## config.mk

```make
export PLATFORM = sky130hd
export DESIGN_NAME = duc_update_ctrl
export DESIGN_NICKNAME = d
export VERILOG_FILES = /design/src/core/duc_pkg.sv /design/src/core/duc_update_ctrl.sv
export SDC_FILE = /design/constraint.sdc
export NUM_CORES = 1
export LEC_CHECK = 0
export ABC_AREA = 1
export BUFFER_PORTS_ARGS = -buffer_cell sky130_fd_sc_hd__clkbuf_2
export CAP_MARGIN = 20
export CORE_ASPECT_RATIO = 1.4
export CORE_MARGIN = 3
export CORE_UTILIZATION = 55
export CTS_CLUSTER_SIZE = 10
export DETAILED_ROUTE_END_ITERATION = 8
export HOLD_SLACK_MARGIN = 0.06
export PLACE_DENSITY = 0.75
export SETUP_SLACK_MARGIN = 0.5
export SYNTH_ARGS = -nofsm -noshare
export SYNTH_HDL_FRONTEND = slang
export SYNTH_SLANG_ARGS = --single-unit
```

## constraint.sdc

```tcl
create_clock -name mclk_in -period 7.89 [get_ports mclk_in]
set_input_delay 0.789 -clock mclk_in [delete_from_list [all_inputs] [get_ports mclk_in]]
set_output_delay 0.789 -clock mclk_in [all_outputs]
set_load 0.05 [all_outputs]
```

## src/core/duc_pkg.sv

```systemverilog
// Operation
// Output clear low grounds every channel output and floats its buffer.
// Load strobe pulses are ignored while output clear is low.
// Clear released with strobe high keeps outputs cleared until strobe falls.
// Strobe tied low: releasing clear restores outputs from channel latches.
// Output clear never alters zero, gain, input, data registers or latches.
// Power-on loads offset, data registers and latches from the select pin; the code sets the offset from format and supply only.
// Power-on or hardware reset clears the input data register to zero.
// Dual supply reset codes follow select and format; offset 99A or 19A.
// Single supply turns offset off; same data code mapping applies.
// Hardware reset low forces outputs, registers and latches to reset values.
// Serial interface is disabled and its output floated during hardware reset.
// After reset release outputs keep reset values and serial resumes.
// Host keeps chip select high whenever it drives hardware reset.
// Update mode is latched once at power-on from the load strobe level.
// Only channels accessed since the last load get their latch reloaded; the code reloads every channel while the software load bit is set.
// Asynchronous mode ignores load bit and strobe; updates on select rising.
// Asynchronous with correction on updates each latch when its write lands.
// Synchronous, correction off: strobe fall or load bit updates all at once.
// Synchronous, correction on: update waits for correction writes to finish.
// Host holds strobe high before select falls and waits before loading.
// Monitor output floats when disabled, else routes the selected source.
// Group power-down grounds outputs; recovery completes within 200 us.
// Serial word is written to its register on chip select rising.
// Hardware reset is synchronised and released synchronously.
package duc_pkg;
    localparam int          CHANNELS      = 8;
    localparam int          DW            = 12;
    localparam int          ADDR_W        = 3;
    localparam int          GROUP_SPLIT   = 4;
    localparam logic [11:0] CODE_ZERO     = 12'h000;
    localparam logic [11:0] CODE_MID      = 12'h800;
    localparam logic [11:0] OFFSET_BIN    = 12'h99A;
    localparam logic [11:0] OFFSET_TWOS   = 12'h19A;
    localparam logic [11:0] OFFSET_OFF    = 12'h000;
    localparam logic [11:0] GAIN_DEFAULT  = 12'hFFF;
    localparam logic [11:0] ZERO_DEFAULT  = 12'h000;
    localparam int          CLK_MHZ       = 100;
    localparam int          RECOVER_US    = 200;
    localparam int          RECOVER_CYC   = RECOVER_US * CLK_MHZ;
    localparam int          REC_W         = 15;
    localparam logic [3:0]  MON_SRC_AUX0  = 4'h8;
    localparam logic [3:0]  MON_SRC_AUX1  = 4'h9;
    localparam logic [3:0]  MON_SRC_OFFA  = 4'hA;
    localparam logic [3:0]  MON_SRC_OFFB  = 4'hB;
    localparam logic [3:0]  MON_SRC_REFA  = 4'hC;
    localparam logic [3:0]  MON_SRC_REFB  = 4'hD;

    typedef enum logic [1:0] {DUC_NORMAL, DUC_CLEARED, DUC_WAIT_FALL} duc_clr_t;

    typedef struct packed {
        logic             valid;
        logic [ADDR_W-1:0] chan;
        logic [DW-1:0]    data;
    } duc_write_t;

    typedef struct packed {
        logic [1:0]  rst_sync;
        logic [1:0]  cs_sync;
        logic [1:0]  ld_sync;
        logic [1:0]  clr_sync;
        logic        ld_prev;
        logic        cs_prev;
        logic        in_reset;
        logic        mode_taken;
        logic        async_mode;
        duc_clr_t    clr_state;
        logic [CHANNELS-1:0]        accessed;
        logic [CHANNELS-1:0][DW-1:0] data_reg;
        logic [CHANNELS-1:0][DW-1:0] latch;
        logic [DW-1:0] input_reg;
        logic [DW-1:0] gain_reg;
        logic [DW-1:0] zero_reg;
        logic [DW-1:0] offset_reg;
        logic          pend_load;
        logic [1:0]    pd_prev;
        logic [1:0][REC_W-1:0] recover;
        logic [CHANNELS-1:0][DW-1:0] out_code;
        logic [CHANNELS-1:0] out_ground;
        logic          sdo_oe;
        logic          mon_oe;
        logic [3:0]    mon_sel;
        logic          ready;
    } duc_state_t;
endpackage

```

## src/core/duc_update_ctrl.sv

```systemverilog
`timescale 1ns/1ps
module duc_update_ctrl (
    input  wire logic                     mclk_in,
    input  wire logic                     sys_rst_in,
    input  wire logic                     clk_en_in,
    input  wire logic                     hw_reset_n_in,
    input  wire logic                     output_clear_n_in,
    input  wire logic                     load_strobe_n_in,
    input  wire logic                     chip_select_n_in,
    input  wire logic                     reset_level_select_in,
    input  wire logic                     data_format_select_in,
    input  wire logic                     single_supply_in,
    input  wire duc_pkg::duc_write_t      wr_in,
    input  wire logic                     input_reg_wr_in,
    input  wire logic                     software_load_bit_in,
    input  wire logic                     correction_engine_enable_in,
    input  wire logic                     corr_done_in,
    input  wire logic [duc_pkg::ADDR_W-1:0] corr_chan_in,
    input  wire logic [1:0]               group_powerdown_bit_in,
    input  wire logic                     monitor_enable_in,
    input  wire logic [3:0]               monitor_select_in,
    output logic [duc_pkg::CHANNELS*duc_pkg::DW-1:0] channel_output_code_out,
    output logic [duc_pkg::CHANNELS-1:0]  channel_output_ground_out,
    output logic [duc_pkg::DW-1:0]        offset_code_out,
    output logic [duc_pkg::DW-1:0]        input_reg_out,
    output logic                          serial_enable_out,
    output logic                          sdo_oe_out,
    output logic                          monitor_output_oe_out,
    output logic [3:0]                    monitor_output_sel_out,
    output logic                          async_mode_out
);
    duc_pkg::duc_state_t s;
    duc_pkg::duc_state_t next_s;
    logic                run_ok;
    logic [duc_pkg::DW-1:0] rst_expect;

    assign run_ok     = clk_en_in && s.rst_sync[1] && s.mode_taken;
    assign rst_expect = (reset_level_select_in != data_format_select_in) ? duc_pkg::CODE_MID :
                        duc_pkg::CODE_ZERO;

    ////////////////////////////////////////////////////////////////////////
    // Update logic. Data and latch defaults come from the select and format
    // pins; the formats invert each other's code, hence the exclusive-or.
    always_comb begin
        logic [duc_pkg::DW-1:0] rst_code;
        logic                   rst_now;
        logic                   cs_rise;
        logic                   ld_fall;
        logic                   do_all;
        logic                   clr_low;
        rst_code = (reset_level_select_in ^ data_format_select_in) ?
                   duc_pkg::CODE_MID : duc_pkg::CODE_ZERO;
        next_s = s;
        next_s.rst_sync = {s.rst_sync[0], hw_reset_n_in};
        next_s.cs_sync  = {s.cs_sync[0], chip_select_n_in};
        next_s.ld_sync  = {s.ld_sync[0], load_strobe_n_in};
        next_s.clr_sync = {s.clr_sync[0], output_clear_n_in};
        next_s.ld_prev  = s.ld_sync[1];
        next_s.cs_prev  = s.cs_sync[1];
        rst_now = !s.rst_sync[1] || !s.mode_taken;
        cs_rise = s.cs_sync[1] && !s.cs_prev;
        ld_fall = !s.ld_sync[1] && s.ld_prev;
        clr_low = !s.clr_sync[1];
        do_all  = 1'b0;
        if (!s.mode_taken && s.rst_sync[1]) begin
            // Sampled once the reset chain has filled, so the strobe chain holds the pin level.
            next_s.mode_taken = 1'b1;
            next_s.async_mode = !s.ld_sync[1];
        end
        next_s.in_reset = rst_now;
        if (rst_now) begin
            next_s.data_reg   = {duc_pkg::CHANNELS{rst_code}};
            next_s.latch      = {duc_pkg::CHANNELS{rst_code}};
            next_s.input_reg  = duc_pkg::CODE_ZERO;
            next_s.gain_reg   = duc_pkg::GAIN_DEFAULT;
            next_s.zero_reg   = duc_pkg::ZERO_DEFAULT;
            next_s.offset_reg = single_supply_in ? duc_pkg::OFFSET_OFF :
                                data_format_select_in ? duc_pkg::OFFSET_TWOS :
                                duc_pkg::OFFSET_BIN;
            next_s.accessed   = '0;
            next_s.pend_load  = 1'b0;
        end else begin
            // Written regardless of clear level, so clear leaves them intact.
            if (cs_rise && wr_in.valid) begin
                next_s.data_reg[wr_in.chan] = wr_in.data;
                next_s.accessed[wr_in.chan] = 1'b1;
                if (s.async_mode && !correction_engine_enable_in) begin
                    next_s.latch[wr_in.chan] = wr_in.data;
                    next_s.accessed[wr_in.chan] = 1'b0;
                end
            end
            if (cs_rise && input_reg_wr_in) begin
                next_s.input_reg = wr_in.data;
            end
            if (s.async_mode && correction_engine_enable_in && corr_done_in) begin
                next_s.latch[corr_chan_in] = s.data_reg[corr_chan_in];
                next_s.accessed[corr_chan_in] = 1'b0;
            end
            if (!s.async_mode && !clr_low) begin
                if (ld_fall || software_load_bit_in) begin
                    next_s.pend_load = 1'b1;
                end
            end
            if (s.pend_load && (!correction_engine_enable_in || corr_done_in)) begin
                do_all = 1'b1;
                next_s.pend_load = 1'b0;
            end
            if (do_all) begin
                for (int i = 0; i < duc_pkg::CHANNELS; i++) begin
                    if (s.accessed[i] || software_load_bit_in) begin
                        next_s.latch[i] = next_s.data_reg[i];
                    end
                end
                next_s.accessed = '0;
            end
        end
        // Clear tracking; strobe falls do not load while clear is low, but do load in the wait-for-fall state.
        case (s.clr_state)
            duc_pkg::DUC_NORMAL: begin
                if (clr_low) next_s.clr_state = duc_pkg::DUC_CLEARED;
            end
            duc_pkg::DUC_CLEARED: begin
                if (!clr_low) begin
                    next_s.clr_state = s.ld_sync[1] ? duc_pkg::DUC_WAIT_FALL :
                                       duc_pkg::DUC_NORMAL;
                end
            end
            duc_pkg::DUC_WAIT_FALL: begin
                if (clr_low) next_s.clr_state = duc_pkg::DUC_CLEARED;
                else if (!s.ld_sync[1]) next_s.clr_state = duc_pkg::DUC_NORMAL;
            end
            default: next_s.clr_state = duc_pkg::DUC_NORMAL;
        endcase
        for (int g = 0; g < 2; g++) begin
            next_s.pd_prev[g] = group_powerdown_bit_in[g];
            if (s.pd_prev[g] && !group_powerdown_bit_in[g]) begin
                next_s.recover[g] = duc_pkg::REC_W'(duc_pkg::RECOVER_CYC);
            end else if (s.recover[g] != '0) begin
                next_s.recover[g] = s.recover[g] - 1'b1;
            end
        end
        for (int i = 0; i < duc_pkg::CHANNELS; i++) begin
            logic pd;
            pd = (i < duc_pkg::GROUP_SPLIT) ? group_powerdown_bit_in[0] :
                 group_powerdown_bit_in[1];
            next_s.out_ground[i] = rst_now ? 1'b0 :
                (s.clr_state != duc_pkg::DUC_NORMAL) || clr_low || pd;
            next_s.out_code[i] = next_s.latch[i];
        end
        next_s.ready   = !rst_now && !s.in_reset;
        next_s.sdo_oe  = !rst_now && !s.cs_sync[1];
        next_s.mon_oe  = monitor_enable_in;
        next_s.mon_sel = monitor_select_in;
    end

    always_ff @(posedge mclk_in or posedge sys_rst_in) begin
        if (sys_rst_in) begin
            s          <= '0;
            s.rst_sync <= 2'b00;
            s.cs_sync  <= 2'b11;
            s.ld_sync  <= 2'b11;
            s.clr_sync <= 2'b11;
            s.ld_prev  <= 1'b1;
            s.cs_prev  <= 1'b1;
            s.in_reset <= 1'b1;
            s.clr_state <= duc_pkg::DUC_NORMAL;
        end else if (clk_en_in) begin
            s <= next_s;
        end
    end

    ////////////////////////////////////////////////////////////////////////
    assign channel_output_code_out   = s.out_code;
    assign channel_output_ground_out = s.out_ground;
    assign offset_code_out           = s.offset_reg;
    assign input_reg_out             = s.input_reg;
    assign serial_enable_out         = s.ready;
    assign sdo_oe_out                = s.sdo_oe;
    assign monitor_output_oe_out     = s.mon_oe;
    assign monitor_output_sel_out    = s.mon_sel;
    assign async_mode_out            = s.async_mode;

    ////////////////////////////////////////////////////////////////////////
    property p_clr_ground;
        @(posedge mclk_in) disable iff (sys_rst_in)
        (clk_en_in && !s.clr_sync[1] && !s.in_reset) |=> (&s.out_ground);
    endproperty
    a_clr_ground: assert property (p_clr_ground)
        else $error("Clear did not ground outputs.");

    property p_clr_keeps;
        @(posedge mclk_in) disable iff (sys_rst_in)
        (clk_en_in && !s.clr_sync[1] && s.rst_sync[1] && s.mode_taken
         && !(s.cs_sync[1] && !s.cs_prev) && !s.async_mode) |=> $stable(s.data_reg);
    endproperty
    a_clr_keeps: assert property (p_clr_keeps)
        else $error("Clear altered data registers.");

    property p_no_load_clr;
        @(posedge mclk_in) disable iff (sys_rst_in)
        (clk_en_in && !s.clr_sync[1] && !s.pend_load && s.mode_taken) |=> !s.pend_load;
    endproperty
    a_no_load_clr: assert property (p_no_load_clr)
        else $error("Load taken while cleared.");

    property p_wait_fall;
        @(posedge mclk_in) disable iff (sys_rst_in)
        (s.clr_state == duc_pkg::DUC_WAIT_FALL) |-> s.out_ground == '1 || !clk_en_in ||
        $past(s.clr_state) != duc_pkg::DUC_WAIT_FALL;
    endproperty
    a_wait_fall: assert property (p_wait_fall)
        else $error("Outputs released before strobe fell.");

    property p_reset_input;
        @(posedge mclk_in) disable iff (sys_rst_in)
        (clk_en_in && !s.rst_sync[1]) |=> s.input_reg == duc_pkg::CODE_ZERO;
    endproperty
    a_reset_input: assert property (p_reset_input)
        else $error("Input register not cleared.");

    property p_sdo_reset;
        @(posedge mclk_in) disable iff (sys_rst_in)
        (clk_en_in && !s.rst_sync[1]) |=> !s.sdo_oe && !s.ready;
    endproperty
    a_sdo_reset: assert property (p_sdo_reset)
        else $error("Serial active during reset.");

    property p_mode_once;
        @(posedge mclk_in) disable iff (sys_rst_in)
        s.mode_taken |=> $stable(s.async_mode);
    endproperty
    a_mode_once: assert property (p_mode_once)
        else $error("Update mode changed after power-on.");

    property p_mon_oe;
        @(posedge mclk_in) disable iff (sys_rst_in)
        (clk_en_in && !monitor_enable_in) |=> !monitor_output_oe_out;
    endproperty
    a_mon_oe: assert property (p_mon_oe)
        else $error("Monitor driven while disabled.");

    property p_pd_ground;
        @(posedge mclk_in) disable iff (sys_rst_in)
        (clk_en_in && group_powerdown_bit_in[0] && s.mode_taken && s.rst_sync[1])
        |=> s.out_ground[0];
    endproperty
    a_pd_ground: assert property (p_pd_ground)
        else $error("Powered-down group not grounded.");

    property p_rst_data;
        @(posedge mclk_in) disable iff (sys_rst_in)
        (clk_en_in && !s.rst_sync[1])
        |=> s.latch == {duc_pkg::CHANNELS{rst_expect}};
    endproperty
    a_rst_data: assert property (p_rst_data)
        else $error("Latches not at reset code.");

    property p_rst_gain;
        @(posedge mclk_in) disable iff (sys_rst_in)
        (clk_en_in && !s.rst_sync[1])
        |=> s.gain_reg == duc_pkg::GAIN_DEFAULT && s.zero_reg == duc_pkg::ZERO_DEFAULT;
    endproperty
    a_rst_gain: assert property (p_rst_gain)
        else $error("Gain or zero register not at default.");

    property p_rst_offset;
        @(posedge mclk_in) disable iff (sys_rst_in)
        (clk_en_in && !s.rst_sync[1]) |=> s.offset_reg == (single_supply_in ?
        duc_pkg::OFFSET_OFF : data_format_select_in ? duc_pkg::OFFSET_TWOS : duc_pkg::OFFSET_BIN);
    endproperty
    a_rst_offset: assert property (p_rst_offset)
        else $error("Offset register not at reset code.");

    property p_ready;
        @(posedge mclk_in) disable iff (sys_rst_in)
        (run_ok && !s.in_reset && !s.ready)
        |=> s.ready;
    endproperty
    a_ready: assert property (p_ready)
        else $error("Serial interface did not resume.");

    property p_async_ignore;
        @(posedge mclk_in) disable iff (sys_rst_in)
        (clk_en_in && s.async_mode)
        |=> !s.pend_load;
    endproperty
    a_async_ignore: assert property (p_async_ignore)
        else $error("Load taken in asynchronous mode.");

    property p_async_write;
        @(posedge mclk_in) disable iff (sys_rst_in)
        (run_ok && s.async_mode && !correction_engine_enable_in && s.cs_sync[1] && !s.cs_prev
         && wr_in.valid) |=> s.latch[$past(wr_in.chan)] == $past(wr_in.data);
    endproperty
    a_async_write: assert property (p_async_write)
        else $error("Latch not updated on select rising.");

    property p_async_corr;
        @(posedge mclk_in) disable iff (sys_rst_in)
        (run_ok && s.async_mode && correction_engine_enable_in && corr_done_in)
        |=> s.latch[$past(corr_chan_in)] == $past(s.data_reg[corr_chan_in]);
    endproperty
    a_async_corr: assert property (p_async_corr)
        else $error("Latch not updated after correction.");

    property p_sync_all;
        @(posedge mclk_in) disable iff (sys_rst_in)
        (run_ok && !s.async_mode && s.pend_load && !correction_engine_enable_in)
        |=> !s.pend_load && s.accessed == '0;
    endproperty
    a_sync_all: assert property (p_sync_all)
        else $error("Pending load not applied.");

    property p_sync_wait;
        @(posedge mclk_in) disable iff (sys_rst_in)
        (run_ok && s.pend_load && correction_engine_enable_in && !corr_done_in)
        |=> s.pend_load && $stable(s.latch);
    endproperty
    a_sync_wait: assert property (p_sync_wait)
        else $error("Load applied before correction finished.");

    property p_idle_latch;
        @(posedge mclk_in) disable iff (sys_rst_in)
        (run_ok && !s.async_mode && !s.pend_load)
        |=> $stable(s.latch);
    endproperty
    a_idle_latch: assert property (p_idle_latch)
        else $error("Latch changed without a load.");

    property p_clr_release;
        @(posedge mclk_in) disable iff (sys_rst_in)
        (clk_en_in && s.clr_state == duc_pkg::DUC_CLEARED && s.clr_sync[1] && !s.ld_sync[1])
        |=> s.clr_state == duc_pkg::DUC_NORMAL;
    endproperty
    a_clr_release: assert property (p_clr_release)
        else $error("Outputs not restored with strobe low.");

    property p_write;
        @(posedge mclk_in) disable iff (sys_rst_in)
        (run_ok && s.cs_sync[1] && !s.cs_prev && wr_in.valid)
        |=> s.data_reg[$past(wr_in.chan)] == $past(wr_in.data);
    endproperty
    a_write: assert property (p_write)
        else $error("Data register not written on select rising.");

    property p_rst_release;
        @(posedge mclk_in) disable iff (sys_rst_in)
        (clk_en_in && $rose(s.rst_sync[1]))
        |=> !serial_enable_out;
    endproperty
    a_rst_release: assert property (p_rst_release)
        else $error("Serial enabled in the release cycle.");

    property p_input_hold;
        @(posedge mclk_in) disable iff (sys_rst_in)
        (run_ok && !s.clr_sync[1] && !(s.cs_sync[1] && !s.cs_prev))
        |=> $stable(s.input_reg);
    endproperty
    a_input_hold: assert property (p_input_hold)
        else $error("Clear altered the input register.");
endmodule

```

==> results.json <==
{
  "status": "finished clean",
  "area_growth_syn_to_layout_pct": 4.22,
  "seq_area_frac_synth": 0.389,
  "synth_seq_cells": 239,
  "layout_setup_ws_ps": 4460,
  "min_path_type": "primary input to async pin",
  "viasPerCell": 5.95,
  "placed_cell_area_um2": 15300,
  "post-place-ws_ps": 4000,
  "clock_skew_ps": 32.0,
  "path_delay_family": "buffers and inverters",
  "core_um2": 27300,
  "cpMaxStageDelayCell": "nor3_2",
  "fmax_mhz": 292,
  "nNetsFinal": 2274,
  "die_area_um2": 30100,
  "clock_sinks": 239,
  "nFillCells": 2641,
  "drc": 0,
  "power_density_nw_per_um2": 199,
  "via_count": 15600,
  "gp_congestion": 0.952,
  "rsz0062_at_grt": "no",
  "num_rows": 71,
  "htree_levels": 1,
  "initial_core_util": 0.565,
  "dieWidth_um": 148,
  "dp_cells": 2569,
  "io_buffers": 169,
  "synth_area_um2": 15400,
  "cts_buffers": 28,
  "yosysUniqueCellTypes": 36,
  "finalMaxSlewViolations": 0,
  "cts_root_buf": "clkbuf_16",
  "drt_iter0_drc": 2114,
  "postSynthAreaPerCell_um2": 6.78,
  "endpoint_kind": "register",
  "final.period_utilization": 0.435,
  "relSlewSlack": 0.248,
  "critPathRequiredTime_ps": 8330,
  "cts_tree": "done",
  "clk_pin_slew_worst_paths_ps": 60,
  "syn_inst": 2275,
  "leakage_nw": 8.77,
  "ir_worst_vdd_mv": 0.190,
  "setup_viol": 0,
  "setup-tns-final_ps": 0,
  "grt-ovfl-total": 0,
  "cts_resized": 0,
  "grt_max_degree": 101,
  "grt_pass1_vias": 14600,
  "slowest_delay_ps": 970,
  "cts_hold_buf": 0,
  "path_max_fanout": 57,
  "routed_wl_mm": 56.7,
  "drtAntennaViolNets": 0,
  "path_cells": "clkbuf_2 > buf_4 > inv_2 > nor3_2 > inv_1 > nand3_1 > nand3_1 > nand2_1 > nand2_1",
  "wl_per_cell_um": 21.7,
  "dr.pass1.iters": 9,
  "clock_latency_ps": 580,
  "yosys_warnings": 0,
  "multi_input_area_um2": 7090,
  "hold_viol": 0,
  "cp_num_buf_inv": 4,
  "stdcell_area_um2": 16100,
  "grt_pass1_wl_mm": 86.1,
  "clk_path_buf_depth": 3,
  "regArea_um2": 5990,
  "fin_crit_ps": 3430,
  "arrival_ps": 3870,
  "max_cap_viol_count": 0,
  "total_power_mw": 3.19,
  "worst-setup-path-type": "primary input to register",
  "grt_usage": 0.372,
  "critPathLaunchType": "primary input",
  "cts_setup_buffers": 0,
  "layout-drive-gt1-share": 0.120,
  "antenna_found_initial": 1,
  "boundaryPins": 176,
  "layout.cells.non_filler": 2617,
  "die_h_um": 204,
  "tightest_slew_ps": 1120,
  "hpwl_mm": 37.2
}
[cells in the mapped netlist]
| cell | count | area, µm² |
|---|---|---|
| nand2_1 | 834 | 3130 |
| nand3_1 | 242 | 1210 |
| dfrtp_1 | 230 | 5760 |
| o21ai_0 | 201 | 1010 |
| inv_1 | 180 | 676 |
| a21oi_1 | 146 | 731 |
| buf_4 | 142 | 1070 |
| clkbuf_1 | 67 | 251 |
| nor2_1 | 49 | 184 |
| buf_2 | 41 | 205 |
| o21ai_1 | 27 | 135 |
| o211ai_1 | 20 | 150 |
| o22ai_1 | 14 | 87.6 |
| inv_2 | 10 | 37.5 |
| buf_6 | 9 | 101 |
| dfstp_2 | 9 | 236 |
| nand2_2 | 7 | 43.8 |
| nor3_1 | 6 | 30.0 |
| buf_1 | 4 | 15.0 |
| nand4_1 | 4 | 25.0 |
| nor2_8 | 4 | 80.1 |
| clkinv_1 | 3 | 11.3 |
| nand3b_1 | 3 | 22.5 |
| nor2_2 | 3 | 18.8 |
| nor2_4 | 3 | 33.8 |
| nor3_2 | 3 | 30.0 |
| nand3_4 | 2 | 35.0 |
| nor3_4 | 2 | 32.5 |
| o221ai_1 | 2 | 17.5 |
| or2_2 | 2 | 12.5 |
| a2bb2oi_1 | 1 | 8.76 |
| a31oi_1 | 1 | 6.26 |
| conb_1 | 1 | 3.75 |
| nand2_4 | 1 | 11.3 |
| o21a_1 | 1 | 7.51 |
| xor2_1 | 1 | 8.76 |
[layout make-up]
cell class	count	area share
Antenna cell	2	0.000311
Clock buffer	44	0.0486
Clock inverter	2	0.00132
Inverter	193	0.0458
Multi-Input combinational cell	1585	0.441
Sequential cell	239	0.373
Tap cell	365	0.0284
Timing Repair Buffer	187	0.0612
[path summary, 6_finish.rpt]
check	from	endpoint	slack, ps	depth (start not counted)
hold reg to reg	next_s[400]	next_s[400]	460	2
min in group mclk_in	output_clear_n_in	next_s[400]	410	3
max in group asynchronous	sys_rst_in	channel_output_code_out[12]	6090	3
hold / removal	sys_rst_in	s[240]	350	2
setup / recovery	corr_chan_in[0]	channel_output_code_out[18]	4460	9
setup reg to reg	next_s[397]	s[271]	4960	7
[where the power goes]
part / switching (mW) / leakage [nW] / internal, mW / total [mW]
sequential: 0.0457 / 3.24 / 1.29 / 1.33
combinational: 0.523 / 5.14 / 0.135 / 0.658
clock: 0.531 / 0.387 / 0.671 / 1.20
total: 1.10 / 8.77 / 2.09 / 3.19
[cell usage in the layout, fill, tap and decap left out, types with 20 or more instances in the layout]
cell / Yosys / layout
nand2_1: 834 / 834
nand3_1: 242 / 242
dfrtp_1: 230 / 230
o21ai_0: 201 / 201
inv_1: 180 / 178
clkbuf_2: 0 / 168
a21oi_1: 146 / 146
nor2_1: 49 / 48
clkbuf_16: 0 / 28
o21ai_1: 27 / 27
o211ai_1: 20 / 20
[metrics by stage]
stage / util / hold slack (ps)
floorplan: - / 443
global placement: 0.560 / 452
detailed placement: 0.560 / 455
CTS: 0.589 / 382
global route: 0.589 / 406
finish: 0.589 / 348
[flip-flops by register name (all words and copies together) (netlist names)]
| signal | count |
|---|---|
| async_mode_out | 1 |
| next_s | 6 |
| monitor_output_oe_out | 1 |
| monitor_output_sel_out | 4 |
| input_reg_out | 12 |
| serial_enable_out | 1 |
| sdo_oe_out | 1 |
| channel_output_ground_out | 2 |
| offset_code_out | 2 |
| s | 161 |
| channel_output_code_out | 48 |
[cell families (layout without fill, tap and decap cells)]
kind of cell	Yosys count	count (layout)	share of synthesized area
buffers and inverters	456	426	0.153
AND/OR/NAND/NOR	1165	1165	0.318
other	1	8	0.000243
AO/OA/AOI/OAI	413	413	0.139
flip-flops	239	239	0.389
XOR/XNOR	1	1	0.000568
[metal layers]
layer	up-vias	wire length [µm]	GRT usage
li1	7078	-	-
met1	7292	21000	0.486
met2	1003	25500	0.570
met3	205	6080	0.0672
met4	0	4160	0.235
met5	-	0	0
No activity file was read; power rests on OpenSTA's default activity.
